**src/inc/sar_seq_pkg.sv**
```systemverilog
package sar_seq_pkg;

  // ----------------------------------------------------------------
  // Sizes and timing
  // ----------------------------------------------------------------
  localparam int unsigned N_CH = 8;
  localparam int unsigned RES_W = 12;
  localparam int unsigned CLK_HZ = 10_000_000;
  localparam int unsigned ADC_CLK_MAX_HZ = 18_000_000;
  localparam bit CLK_OK = (CLK_HZ <= ADC_CLK_MAX_HZ);
  localparam logic [7:0] CONV_CYCLES = 8'h12;

  // ----------------------------------------------------------------
  // Register byte offsets
  // ----------------------------------------------------------------
  localparam logic [7:0] OFS_CTRL = 8'h00;
  localparam logic [7:0] OFS_CHEN = 8'h04;
  localparam logic [7:0] OFS_STATUS = 8'h08;
  localparam logic [7:0] OFS_INT_STAT = 8'h0C;
  localparam logic [7:0] OFS_INT_MASK = 8'h10;
  localparam logic [7:0] OFS_LIMIT_LO = 8'h14;
  localparam logic [7:0] OFS_LIMIT_HI = 8'h18;
  localparam logic [7:0] OFS_SMP_BASE = 8'h20;
  localparam logic [7:0] OFS_RES_BASE = 8'h40;

  // ----------------------------------------------------------------
  // Field positions and reset values
  // ----------------------------------------------------------------
  localparam int unsigned CTRL_EN_BIT = 0;
  localparam int unsigned CTRL_FW_BIT = 1;
  localparam int unsigned CTRL_START_BIT = 2;
  localparam int unsigned CTRL_FWCH_LSB = 4;
  localparam int unsigned INT_RANGE_BIT = 0;
  localparam int unsigned INT_CONV_BIT = 1;
  localparam int unsigned INT_SCAN_BIT = 2;
  localparam logic [7:0] RST_CHEN = 8'h00;
  localparam logic [11:0] RST_LIMIT_LO = 12'h000;
  localparam logic [11:0] RST_LIMIT_HI = 12'hFFF;
  localparam logic [7:0] RST_SMP = 8'h04;

  typedef enum logic [2:0] {
    ST_IDLE = 3'h1,
    ST_SAMPLE = 3'h2,
    ST_CONV = 3'h4
  } seq_state_e;

  // Next enabled channel above cur, wrapping; cur itself if it is the only one.
  function automatic logic [2:0] next_chan(input logic [2:0] cur, input logic [7:0] en);
    logic [2:0] idx;
    logic [2:0] res;
    logic found;
    res = cur;
    found = 1'b0;
    for (int i = 1; i <= 8; i++) begin
      idx = 3'(cur + 3'(i));
      if (!found && en[idx]) begin
        res = idx;
        found = 1'b1;
      end
    end
    return res;
  endfunction : next_chan

  // A programmed sample time of zero still samples for one cycle.
  function automatic logic [7:0] smp_cycles(input logic [7:0] st);
    return (st == 8'h00) ? 8'h01 : st;
  endfunction : smp_cycles

endpackage : sar_seq_pkg
```
**src/core/result_mem.sv**
```systemverilog
`timescale 1ns/1ps
module result_mem (
  input wire logic hclk,
  input wire logic hresetn,
  input wire logic we,
  input wire logic [2:0] waddr,
  input wire logic [11:0] wdata,
  input wire logic [2:0] raddr,
  output logic [11:0] rdata
);
  import sar_seq_pkg::*;

  logic [11:0] mem_ff [N_CH];
  logic [11:0] rdata_ff;

  always_ff @(posedge hclk or negedge hresetn) begin
    if (!hresetn) begin
      for (int i = 0; i < N_CH; i++) begin
        mem_ff[i] <= 12'h000;
      end
      rdata_ff <= 12'h000;
    end else begin
      if (we) begin
        mem_ff[waddr] <= wdata; // [RULE12]
      end
      rdata_ff <= mem_ff[raddr];
    end
  end

  assign rdata = rdata_ff;
endmodule : result_mem

```
**src/core/sar_adc_channel_sequencer.sv**
```systemverilog
`timescale 1ns/1ps
// Overview of operation
// RULE1: Conversion lasts eighteen clocks; clock within limit.
// RULE2: Scan enabled channels of eight without CPU.
// RULE3: Next sample follows conversion with no gap.
// RULE4: Hardware scan or firmware picks each channel.
// RULE5: Each channel keeps its own result buffer.
// RULE6: Each channel has its own sample time.
// RULE7: Results outside low/high window raise interrupt.
// RULE8: Out-of-range flag set at conversion end.
// RULE9: Sample-and-hold aperture length is programmable.
// RULE10: Deep sleep halts converter and sequencer.
// RULE11: Ascending channel order, wrapping to lowest.
// RULE12: Full twelve-bit result, overwritten by next.
module sar_adc_channel_sequencer (
  input wire logic hclk,
  input wire logic hresetn,
  input wire logic hsel,
  input wire logic [31:0] haddr,
  input wire logic [1:0] htrans,
  input wire logic hwrite,
  input wire logic [2:0] hsize,
  input wire logic [31:0] hwdata,
  input wire logic hready,
  output logic [31:0] hrdata,
  output logic hreadyout,
  output logic hresp,
  input wire logic deep_sleep,
  input wire logic [sar_seq_pkg::RES_W-1:0] adc_result,
  output logic [2:0] mux_sel,
  output logic sample_hold,
  output logic conv_run,
  output logic irq
);
  import sar_seq_pkg::*;

  // ----------------------------------------------------------------
  // Bus slave
  // ----------------------------------------------------------------
  logic wr_pend_ff;
  logic rd_pend_ff;
  logic [7:0] addr_ff;
  logic hreadyout_ff;
  logic [31:0] hrdata_ff;
  logic [31:0] rd_mux;

  wire addr_take = hsel & hready & htrans[1];
  wire [7:0] ofs = addr_ff;
  wire is_smp = (ofs[7:5] == OFS_SMP_BASE[7:5]);
  wire is_res = (ofs[7:5] == OFS_RES_BASE[7:5]);
  wire w_ctrl = wr_pend_ff && (ofs == OFS_CTRL);
  wire w_chen = wr_pend_ff && (ofs == OFS_CHEN);
  wire w_int = wr_pend_ff && (ofs == OFS_INT_STAT);
  wire w_mask = wr_pend_ff && (ofs == OFS_INT_MASK);
  wire w_lo = wr_pend_ff && (ofs == OFS_LIMIT_LO);
  wire w_hi = wr_pend_ff && (ofs == OFS_LIMIT_HI);
  wire w_smp = wr_pend_ff && is_smp;

  // Reads take one wait state so that result words can come from the
  // registered memory output; writes complete with no wait state.
  always_ff @(posedge hclk or negedge hresetn) begin
    if (!hresetn) begin
      wr_pend_ff <= 1'b0;
      rd_pend_ff <= 1'b0;
      addr_ff <= 8'h00;
      hreadyout_ff <= 1'b1;
      hrdata_ff <= 32'h0000_0000;
    end else begin
      wr_pend_ff <= addr_take & hwrite;
      rd_pend_ff <= addr_take & ~hwrite;
      if (addr_take) begin
        addr_ff <= haddr[7:0];
      end
      hreadyout_ff <= ~(addr_take & ~hwrite);
      if (rd_pend_ff) begin
        hrdata_ff <= rd_mux;
      end
    end
  end

  assign hrdata = hrdata_ff;
  assign hreadyout = hreadyout_ff;
  assign hresp = 1'b0;

  // ----------------------------------------------------------------
  // Control registers
  // ----------------------------------------------------------------
  logic en_ff;
  logic fw_mode_ff;
  logic [2:0] fw_chan_ff;
  logic start_req_ff;
  logic [7:0] chen_ff;
  logic [2:0] int_stat_ff;
  logic [2:0] int_mask_ff;
  logic [11:0] lim_lo_ff;
  logic [11:0] lim_hi_ff;
  logic [7:0] smp_ff [N_CH];
  logic take_start;

  always_ff @(posedge hclk or negedge hresetn) begin
    if (!hresetn) begin
      en_ff <= 1'b0;
      fw_mode_ff <= 1'b0;
      fw_chan_ff <= 3'h0;
      chen_ff <= RST_CHEN;
      int_mask_ff <= 3'h0;
      lim_lo_ff <= RST_LIMIT_LO;
      lim_hi_ff <= RST_LIMIT_HI;
      for (int i = 0; i < N_CH; i++) begin
        smp_ff[i] <= RST_SMP;
      end
    end else begin
      if (w_ctrl) begin
        en_ff <= hwdata[CTRL_EN_BIT];
        fw_mode_ff <= hwdata[CTRL_FW_BIT]; // [RULE4]
        fw_chan_ff <= hwdata[CTRL_FWCH_LSB +: 3];
      end
      if (w_chen) begin
        chen_ff <= hwdata[7:0];
      end
      if (w_mask) begin
        int_mask_ff <= hwdata[2:0];
      end
      if (w_lo) begin
        lim_lo_ff <= hwdata[11:0]; // [RULE7]
      end
      if (w_hi) begin
        lim_hi_ff <= hwdata[11:0]; // [RULE7]
      end
      if (w_smp) begin
        smp_ff[ofs[4:2]] <= hwdata[7:0]; // [RULE6] [RULE9]
      end
    end
  end

  // A firmware start request waits here until the sequencer takes it;
  // a new request in the same cycle as the take is kept.
  wire start_wr = w_ctrl && hwdata[CTRL_START_BIT] && hwdata[CTRL_FW_BIT];
  wire nxt_start_req = start_wr | (start_req_ff & ~take_start);

  always_ff @(posedge hclk or negedge hresetn) begin
    if (!hresetn) begin
      start_req_ff <= 1'b0;
    end else begin
      start_req_ff <= nxt_start_req; // [RULE4]
    end
  end

  // ----------------------------------------------------------------
  // Sequencer
  // ----------------------------------------------------------------
  seq_state_e state_ff;
  seq_state_e nxt_state;
  logic [7:0] cnt_ff;
  logic [7:0] nxt_cnt;
  logic [2:0] ch_ff;
  logic [2:0] nxt_ch;

  // The converter clock is the bus clock; a faster clock disables the block.
  wire active = en_ff & ~deep_sleep & CLK_OK; // [RULE1] [RULE10]
  wire [2:0] scan_ch = next_chan(ch_ff, chen_ff); // [RULE11]
  wire [2:0] first_ch = next_chan(3'h7, chen_ff); // [RULE11]
  wire [2:0] hw_ch = (state_ff == ST_IDLE) ? first_ch : scan_ch;
  wire [2:0] go_ch = fw_mode_ff ? fw_chan_ff : hw_ch;
  wire can_go = fw_mode_ff ? start_req_ff : (chen_ff != 8'h00); // [RULE2]
  wire cnt_last = (cnt_ff == 8'h01);
  wire conv_end = (state_ff == ST_CONV) && cnt_last && active;
  wire [7:0] go_smp = smp_cycles(smp_ff[go_ch]); // [RULE6]

  // A finished conversion goes straight into the next sample, so channel
  // changes cost no slot.
  always_comb begin
    nxt_state = state_ff;
    nxt_cnt = cnt_ff;
    nxt_ch = ch_ff;
    take_start = 1'b0;
    if (!active) begin
      nxt_state = ST_IDLE; // [RULE10]
      nxt_cnt = 8'h00;
    end else begin
      case (state_ff)
        ST_IDLE, ST_CONV: begin
          if (state_ff == ST_CONV && !cnt_last) begin
            nxt_cnt = cnt_ff - 8'h01; // [RULE1]
          end else if (can_go) begin
            nxt_state = ST_SAMPLE; // [RULE3] [RULE2]
            nxt_ch = go_ch;
            nxt_cnt = go_smp; // [RULE9]
            take_start = fw_mode_ff;
          end else begin
            nxt_state = ST_IDLE;
            nxt_cnt = 8'h00;
          end
        end
        ST_SAMPLE: begin
          if (cnt_last) begin
            nxt_state = ST_CONV;
            nxt_cnt = CONV_CYCLES; // [RULE1]
          end else begin
            nxt_cnt = cnt_ff - 8'h01; // [RULE6]
          end
        end
        default: begin
          nxt_state = ST_IDLE;
          nxt_cnt = 8'h00;
        end
      endcase
    end
  end

  always_ff @(posedge hclk or negedge hresetn) begin
    if (!hresetn) begin
      state_ff <= ST_IDLE;
      cnt_ff <= 8'h00;
      ch_ff <= 3'h0;
    end else begin
      state_ff <= nxt_state;
      cnt_ff <= nxt_cnt;
      ch_ff <= nxt_ch;
    end
  end

  assign mux_sel = ch_ff;
  assign sample_hold = state_ff[1];
  assign conv_run = state_ff[2];

  // ----------------------------------------------------------------
  // Results, window check and interrupts
  // ----------------------------------------------------------------
  logic [11:0] mem_rdata;
  logic out_of_range;
  logic irq_ff;

  result_mem u_mem (
    .hclk(hclk),
    .hresetn(hresetn),
    .we(conv_end), // [RULE5]
    .waddr(ch_ff),
    .wdata(adc_result),
    .raddr(haddr[4:2]),
    .rdata(mem_rdata)
  );

  window_check u_win (
    .value(adc_result),
    .lim_lo(lim_lo_ff),
    .lim_hi(lim_hi_ff),
    .out_of_range(out_of_range)
  );

  // A scan is complete when the next channel does not lie above this one.
  wire scan_evt = conv_end && !fw_mode_ff && (scan_ch <= ch_ff);
  wire range_evt = conv_end && out_of_range; // [RULE8]
  wire [2:0] int_evt = {scan_evt, conv_end, range_evt};
  wire [2:0] int_clr = w_int ? hwdata[2:0] : 3'h0;

  always_ff @(posedge hclk or negedge hresetn) begin
    if (!hresetn) begin
      int_stat_ff <= 3'h0;
      irq_ff <= 1'b0;
    end else begin
      int_stat_ff <= int_evt | (int_stat_ff & ~int_clr); // [RULE7] [RULE8]
      irq_ff <= |(int_stat_ff & int_mask_ff);
    end
  end

  assign irq = irq_ff;

  // ----------------------------------------------------------------
  // Read selection
  // ----------------------------------------------------------------
  wire [31:0] ctrl_rd = {25'h0, fw_chan_ff, 1'b0, start_req_ff, fw_mode_ff, en_ff};
  wire [31:0] stat_rd = {25'h0, ch_ff, 1'b0, state_ff};

  assign rd_mux = (ofs == OFS_CTRL) ? ctrl_rd :
                  (ofs == OFS_CHEN) ? {24'h0, chen_ff} :
                  (ofs == OFS_STATUS) ? stat_rd :
                  (ofs == OFS_INT_STAT) ? {29'h0, int_stat_ff} :
                  (ofs == OFS_INT_MASK) ? {29'h0, int_mask_ff} :
                  (ofs == OFS_LIMIT_LO) ? {20'h0, lim_lo_ff} :
                  (ofs == OFS_LIMIT_HI) ? {20'h0, lim_hi_ff} :
                  is_smp ? {24'h0, smp_ff[ofs[4:2]]} :
                  is_res ? {20'h0, mem_rdata} : 32'h0000_0000;

  // ----------------------------------------------------------------
  // Checks
  // ----------------------------------------------------------------
  logic [4:0] conv_len_ff;
  logic [7:0] smp_len_ff;

  always_ff @(posedge hclk or negedge hresetn) begin
    if (!hresetn) begin
      conv_len_ff <= 5'h00;
      smp_len_ff <= 8'h00;
    end else begin
      conv_len_ff <= (state_ff == ST_CONV) ? 5'(conv_len_ff + 5'h01) : 5'h00;
      smp_len_ff <= (state_ff == ST_SAMPLE) ? 8'(smp_len_ff + 8'h01) : 8'h00;
    end
  end
endmodule : sar_adc_channel_sequencer

```
**src/core/window_check.sv**
```systemverilog
`timescale 1ns/1ps
module window_check (
  input wire logic [11:0] value,
  input wire logic [11:0] lim_lo,
  input wire logic [11:0] lim_hi,
  output logic out_of_range
);

  // Values equal to a limit are inside the window.
  assign out_of_range = (value < lim_lo) || (value > lim_hi); // [RULE7]

endmodule : window_check

```
**config.mk**
```make
export PLATFORM = sky130hd
export DESIGN_NAME = sar_adc_channel_sequencer
export DESIGN_NICKNAME = d
export VERILOG_FILES = /design/src/inc/sar_seq_pkg.sv /design/src/core/result_mem.sv /design/src/core/sar_adc_channel_sequencer.sv /design/src/core/window_check.sv
export SDC_FILE = /design/constraint.sdc
export NUM_CORES = 1
export LEC_CHECK = 0
export BUFFER_PORTS_ARGS = -buffer_cell sky130_fd_sc_hd__buf_2
export CAP_MARGIN = 10
export CELL_PAD_IN_SITES_DETAIL_PLACEMENT = 1
export CELL_PAD_IN_SITES_GLOBAL_PLACEMENT = 1
export CORE_MARGIN = 5
export CORE_UTILIZATION = 49
export CTS_CLUSTER_SIZE = 30
export DETAILED_ROUTE_END_ITERATION = 8
export GPL_ROUTABILITY_DRIVEN = 0
export PLACE_DENSITY_LB_ADDON = 0.1
export SYNTH_ARGS = -nofsm -noshare
export SYNTH_HDL_FRONTEND = slang
export SYNTH_SLANG_ARGS = --single-unit
```
**constraint.sdc**
```tcl
create_clock -name hclk -period 5.59 [get_ports hclk]
set_input_delay 0.559 -clock hclk [delete_from_list [all_inputs] [get_ports hclk]]
set_output_delay 0.559 -clock hclk [all_outputs]
set_load 0.01 [all_outputs]
```
==> flow_summary_export.csv, run 1 <==
group,metric,value,unit
worst_setup_path,cp.required,6040,ps
place,post-place-ws,532,ps
synthesis,ys_ff_latch,254,
floorplan,dieArea,32600,um2
worst_setup_path,cpMaxStageDelayCell,"mux4_1",
power_and_ir_drop,p_sw_frac,0.342,
outcome,status,"finished, final reports clean",
sta,relSlewSlack,0.243,
worst_setup_path,arrival,5600,ps
synthesis,synth_top_area_frac,0.407,
synthesis,ys.flop_type,"dfrtp_1",
sta,fin_hold_ws,16.9,ps
sta,setup_viol,0,
routing,wl_met1,17800,um
sta,final-max-slew-violation-count,0,
hold_path,min_path_type,"input port to async pin",
synthesis,yosys.area.top_type,"dfrtp_1",
power_and_ir_drop,seqPwrFrac,0.347,
worst_setup_path,crit_path_end_kind,"register",
power_and_ir_drop,power_density,379,nW/um2
global_route,grt_pass1_wl,61800,um
synthesis,syn-instance-count,1146,
power_and_ir_drop,peakVddDrop,0.202,mV
routing,ant_nets,0,
sta,period_needed,5150,ps
layout,drive_above_1_share,0.350,
layout,final_cells,1578,
synthesis,ys_warn_count,0,
layout,final_core_util,0.542,
global_route,grt_max_degree,104,
clocking,cts_buffers,29,
synthesis,seq_area_frac_synth,0.448,
routing,routed_wl,38600,um
clocking,post-cts-setup-buffer-count,0,
worst_setup_path,r2r_start,"mux_sel[1]",
synthesis,yosysUniqueCellTypes,78,
worst_setup_path,crit_fanout,10,
place,dp_cells,1524,
worst_setup_path,cp.depth,13,
global_route,grt_pass1_vias,10354,
worst_setup_path,critPathTopFamily,"compound AO/OA/AOI/OAI gates",
synthesis,synth_edf_count,0,
clocking,clkSlewWorstSetupHoldPaths,60,ps
place,io_buffers,57,
global_route,antenna_found_initial,1,
sta,fmax,0.194,GHz
power_and_ir_drop,p_switching,2.02,mW
floorplan,die_y,181,um
routing,dr.pass1.iters,5,
floorplan,initial_core_util,0.497,
clocking,tritoncts,"done",
worst_setup_path,reg2reg_depth,13,
worst_setup_path,crit_path_cell_trace,"inv_1 -> ha_1 -> xor2_1 -> mux2i_1 -> o221a_2 -> nor3b_1 -> a211oi_2 -> o31ai_2 -> o21a_1 -> mux4_1 -> mux2i_1 -> nand2_1 -> o41ai_2",
flow_run,cap_violations,0,
routing,avgViaCountPerCell,6.04,
worst_setup_path,crit_type,"register to register",
place,dp_hpwl,26000,um
layout,postLayoutCellArea,15600,um2
synthesis,yosysMostFrequentCell,"dfrtp_1",
layout,final_nets,1292,
routing,highest_layer,"met5",
floorplan,die_w,181,um
layout,area_delta_synth_final,9.16,%
synthesis,synth_area,14300,um2
power_and_ir_drop,p_comb_frac,0.344,
floorplan,core.rowCount,62,
power_and_ir_drop,p_int,3.88,mW
floorplan,io_pins,127,
clocking,cts.sink_count,254,
routing,num_vias,9530,
routing,drcViolationCount,0,
synthesis,avgSynthCellArea,12.4,um2
routing,wl_per_cell,24.5,um
place,placed_area,14600,um2
power_and_ir_drop,total_power,5.89,mW
sta,fin_ws,442,ps
worst_setup_path,crit_buf_inv,1,
floorplan,core,28700,um2
routing,wl_met3,1730,um
layout,num_antenna_cells,0,
worst_setup_path,critPathLaunchType,"register",
worst_setup_path,cpPeakStageDelay,630,ps
clocking,cts-root-buf,"clkbuf_16",
clocking,cts_hold_buf,0,
worst_setup_path,startpoint,"mux_sel[1]",
power_and_ir_drop,power_leakage,7.31,nW
clocking,clock_latency,560,ps
synthesis,ys_top_cells_by_area,"dfrtp_1 (41%), mux2_2 (17%), mux4_2 (8.2%), mux2i_1 (4.6%), dfstp_2 (4.1%)",
routing,wl_met2,18400,um
global_route,overflow,0,
sta,tightest_slew,1130,ps
global_route,grtUsageTotal,0.237,
clocking,clock_path_buffers,3,
sta,period_share,0.921,
clocking,htree_levels,1,
sta,grt_setup_unrepaired,"no",
sta,hold_viol_final,0,
synthesis,ys_async_sr_fraction,1.00,
clocking,ctsResizeCount,0,
sta,finalClockSkew,10.5,ps
worst_setup_path,rrSetupSlack,440,ps
worst_setup_path,cp_common_cell,"mux2i_1",
sta,fin_setup_tns,0,ps
power_and_ir_drop,p_clk_frac,0.309,
routing,drt_iter0_drc,653,
worst_setup_path,reg2reg_to,"cnt_ff[0]",
synthesis,ys_top_cells_by_count,"dfrtp_1 (232), mux2_2 (210), mux2i_1 (65)",
metal layers:
layer  GRT usage  up-vias
li1            -     4258
met1       0.344     5012
met2       0.385      218
met3      0.0371       40
met4      0.0417        2
met5           0        -
state kept, by name (all words and copies together), names as in the netlist, 8 cells and up:
register,flops
u_mem.mem_ff,96
smp_ff,64
hrdata,12
lim_hi_ff,12
lim_lo_ff,12
u_mem.rdata,12
addr_ff,8
chen_ff,8
cnt_ff,8
power groups by stage:
| stage | clock network (mW) | logic [mW] | registers (mW) |
|---|---|---|---|
| 6_report | 1.82 | 2.03 | 2.04 |
| 3_5_place_dp | 0 | 2.01 | 2.08 |
| 3_3_place_gp | 0 | 1.97 | 2.07 |
| 2_1_floorplan | 0 | 1.63 | 2.03 |
| 4_1_cts | 1.86 | 2.03 | 2.04 |
| 5_1_grt | 1.94 | 2.20 | 2.06 |
worst max-delay path by stage:
stage	end	slack [ps]
6_report	cnt_ff[0]	440
5_1_grt	cnt_ff[0]	160
4_1_cts	cnt_ff[0]	500
3_5_place_dp	cnt_ff[0]	530
3_3_place_gp	cnt_ff[0]	650
2_1_floorplan	cnt_ff[0]	1050
layout by cell type (no fill, tap or decap), types with 5 or more instances in the layout:
| cell type | synthesis | layout |
|---|---|---|
| nor2b_1 | 9 | 9 |
| nor4_1 | 7 | 7 |
| clkbuf_1 | 43 | 14 |
| nor2_1 | 44 | 44 |
| dfrtp_1 | 232 | 231 |
| o21ai_0 | 39 | 39 |
| clkinv_2 | 0 | 5 |
| or3_1 | 6 | 6 |
| conb_1 | 1 | 21 |
| clkbuf_16 | 0 | 29 |
| a221oi_1 | 5 | 5 |
| o22ai_1 | 7 | 7 |
| mux4_2 | 52 | 52 |
| ha_1 | 34 | 34 |
| dfstp_2 | 22 | 22 |
| nand2b_1 | 9 | 9 |
| mux2_2 | 210 | 210 |
| inv_1 | 45 | 45 |
| a222oi_1 | 9 | 9 |
| a21oi_1 | 31 | 31 |
| nand2_1 | 61 | 61 |
| a211oi_1 | 7 | 7 |
| nor3_1 | 13 | 11 |
| buf_4 | 24 | 14 |
| a31oi_1 | 6 | 6 |
| mux4_1 | 6 | 6 |
| o211ai_1 | 5 | 5 |
| xor2_1 | 5 | 5 |
| or4_1 | 5 | 5 |
| a21o_1 | 14 | 14 |
| and3_1 | 5 | 5 |
| xnor2_1 | 7 | 7 |
| o22a_1 | 5 | 5 |
| buf_2 | 7 | 56 |
| nand3_1 | 18 | 18 |
| nand3b_1 | 5 | 5 |
| mux2i_1 | 65 | 65 |
final cells by class:
cell class	count	area [um2]
clock buffer	47	833
clock inverter	7	75.1
fill	2928	13100
inverter	45	169
multi-input combinational	769	7190
sequential	254	6380
tap	384	480
timing repair buffer	72	420
cells by family after synthesis:
| family | synth area share |
|---|---|
| AO/OA/AOI/OAI | 0.0827 |
| XOR/XNOR | 0.00737 |
| adder cells (fa/ha/maj) | 0.0299 |
| buffers and inverters | 0.0536 |
| flip-flops | 0.448 |
| multiplexers | 0.307 |
| other | 0.000263 |
| AND/OR/NAND/NOR | 0.0708 |
Power figures use the tool's default switching activity.
==> inputs of run 2 (changes only) <==
- BUFFER_PORTS_ARGS: -buffer_cell sky130_fd_sc_hd__buf_2 -> default
- CORE_UTILIZATION: 49 -> 53
- DONT_BUFFER_PORTS: default -> 1
==> flow_summary_export.csv, run 2 (synthesis results as in run 1) <==
group,metric,value,unit
outcome,status,"finished with violations",
outcome,violations,"hold timing",
clocking,cts_buffers,28,
layout,final_cells,1473,
routing,drcViolationCount,0,
worst_setup_path,reg2reg_depth,16,
worst_setup_path,arrival,5490,ps
power_and_ir_drop,total_power,5.79,mW
floorplan,die_y,174,um
worst_setup_path,cp.required,6030,ps
clocking,post-cts-setup-buffer-count,0,
worst_setup_path,crit_path_end_kind,"register",
layout,area_delta_synth_final,6.44,%
layout,final_cell_mix,"dfrtp_1 (231), mux2_2 (210), mux2i_1 (65)",
sta,fin_setup_tns,0,ps
global_route,grtUsageTotal,0.250,
clocking,clock_latency,560,ps
power_and_ir_drop,power_leakage,7.03,nW
worst_setup_path,cpPeakStageDelay,580,ps
routing,drt_iter0_drc,574,
sta,fin_hold_ws,-293,ps
place,io_buffers,0,
place,dp_cells,1422,
place,dp_hpwl,24800,um
sta,fmax,0.198,GHz
routing,avgViaCountPerCell,6.34,
floorplan,initial_core_util,0.533,
clocking,tritoncts,"done",
sta,hold_viol_final,234,
worst_setup_path,cpMaxStageDelayCell,"o21a_1",
sta,grt_setup_unrepaired,"no",
clocking,clkSlewWorstSetupHoldPaths,60,ps
floorplan,dieArea,30300,um2
worst_setup_path,cp_common_cell,"mux2i_1",
routing,num_vias,9335,
power_and_ir_drop,power_density,382,nW/um2
sta,period_share,0.903,
sta,tightest_slew,1150,ps
layout,multi_input_area,7190,um2
global_route,antenna_found_initial,0,
clocking,htree_levels,1,
routing,dr.pass1.iters,5,
clocking,cts.sink_count,254,
sta,period_needed,5050,ps
flow_run,cap_violations,0,
layout,drive_above_1_share,0.319,
layout,layout_commonest_cell,"dfrtp_1",
global_route,grt_pass1_wl,60400,um
layout,final_nets,1232,
sta,setup_viol,0,
worst_setup_path,crit_type,"register to register",
layout,num_antenna_cells,0,
hold_path,min_path_type,"input port to async pin",
clocking,clock_path_buffers,3,
sta,fin_ws,541,ps
worst_setup_path,crit_path_cell_trace,"inv_1 -> ha_1 -> buf_4 -> mux2i_1 -> mux2i_1 -> o221a_2 -> or4_1 -> and3_1 -> o31ai_2 -> o21a_1 -> buf_4 -> mux2i_1 -> mux2i_1 -> a2111oi_2 -> a21oi_1 -> o41ai_2",
layout,largest_register_ffs,96,
floorplan,io_pins,127,
global_route,grt_pass1_vias,10127,
routing,routed_wl,37700,um
layout,seqCellArea,6380,um2
layout,regMostFlops,"u_mem.mem_ff",
floorplan,core,26700,um2
sta,final-max-slew-violation-count,0,
place,post-place-ws,535,ps
global_route,grt_max_degree,255,
clocking,ctsResizeCount,0,
sta,finalClockSkew,28.5,ps
sta,relSlewSlack,0.231,
floorplan,die_w,174,um
global_route,overflow,0,
clocking,cts-root-buf,"clkbuf_16",
worst_setup_path,critPathLaunchType,"register",
worst_setup_path,crit_fanout,12,
layout,fillers,2688,
layout,reg_top3,"u_mem.mem_ff: 96 flops, smp_ff: 64 flops",
floorplan,core.rowCount,60,
power_and_ir_drop,peakVddDrop,0.291,mV
routing,wl_per_cell,25.6,um
routing,ant_nets,0,
run 2: power breakdown:
| group | internal, mW | switching (mW) | total, mW | leakage, nW |
|---|---|---|---|---|
| combinational | 0.863 | 1.08 | 1.94 | 3.32 |
| sequential | 1.93 | 0.120 | 2.05 | 3.28 |
| clock | 1.05 | 0.748 | 1.80 | 0.436 |
run 2: layout make-up:
cell class,instances,share of cell area
multi-input cells,769,0.474
inverters,45,0.0111
clock inverters,8,0.00536
well taps,341,0.0281
flip-flops and latches,254,0.421
clock buffers,43,0.0539
repair buffers,13,0.00643
run 2: worst max-delay path, delay by kind of cell, from the launching register on:
kind	cells	cell delay (ps)
AO/OA/AOI/OAI	6	1980
adder cells (fa/ha/maj)	1	490
buffers and inverters	3	660
flip-flops	1	350
multiplexers	4	770
AND/OR/NAND/NOR	2	700
run 2: final timing paths:
check,start,slack (ps),to
worst max register to register,mux_sel[1],540,cnt_ff[0]
worst max-delay path,mux_sel[1],540,cnt_ff[0]
worst min register to register,u_mem.mem_ff[72],480,u_mem.mem_ff[72]
max in group asynchronous,hresetn,5490,smp_ff[58]
min in group hclk,hwdata[4],120,lim_lo_ff[4]
worst min-delay path,hresetn,-290,u_mem.mem_ff[22]
run 2: through the flow:
step	cell area, um2	util	hold WS, ps
floorplan	14300	-	263
global placement	14300	0.534	269
detailed placement	14300	0.534	268
CTS	15200	0.568	-319
global route	15200	0.568	-328
finish	15200	0.568	-293
run 2: routing by layer:
metal | up-vias | GRT usage | share of wire | routed length, um
met2 | 232 | 0.412 | 0.48 | 18200
li1 | 4159 | - | - | -
met1 | 4896 | 0.355 | 0.45 | 17000
met4 | 0 | 0.0521 | 0.020 | 754
met3 | 48 | 0.0365 | 0.048 | 1820
met5 | - | 0 | 0 | 0
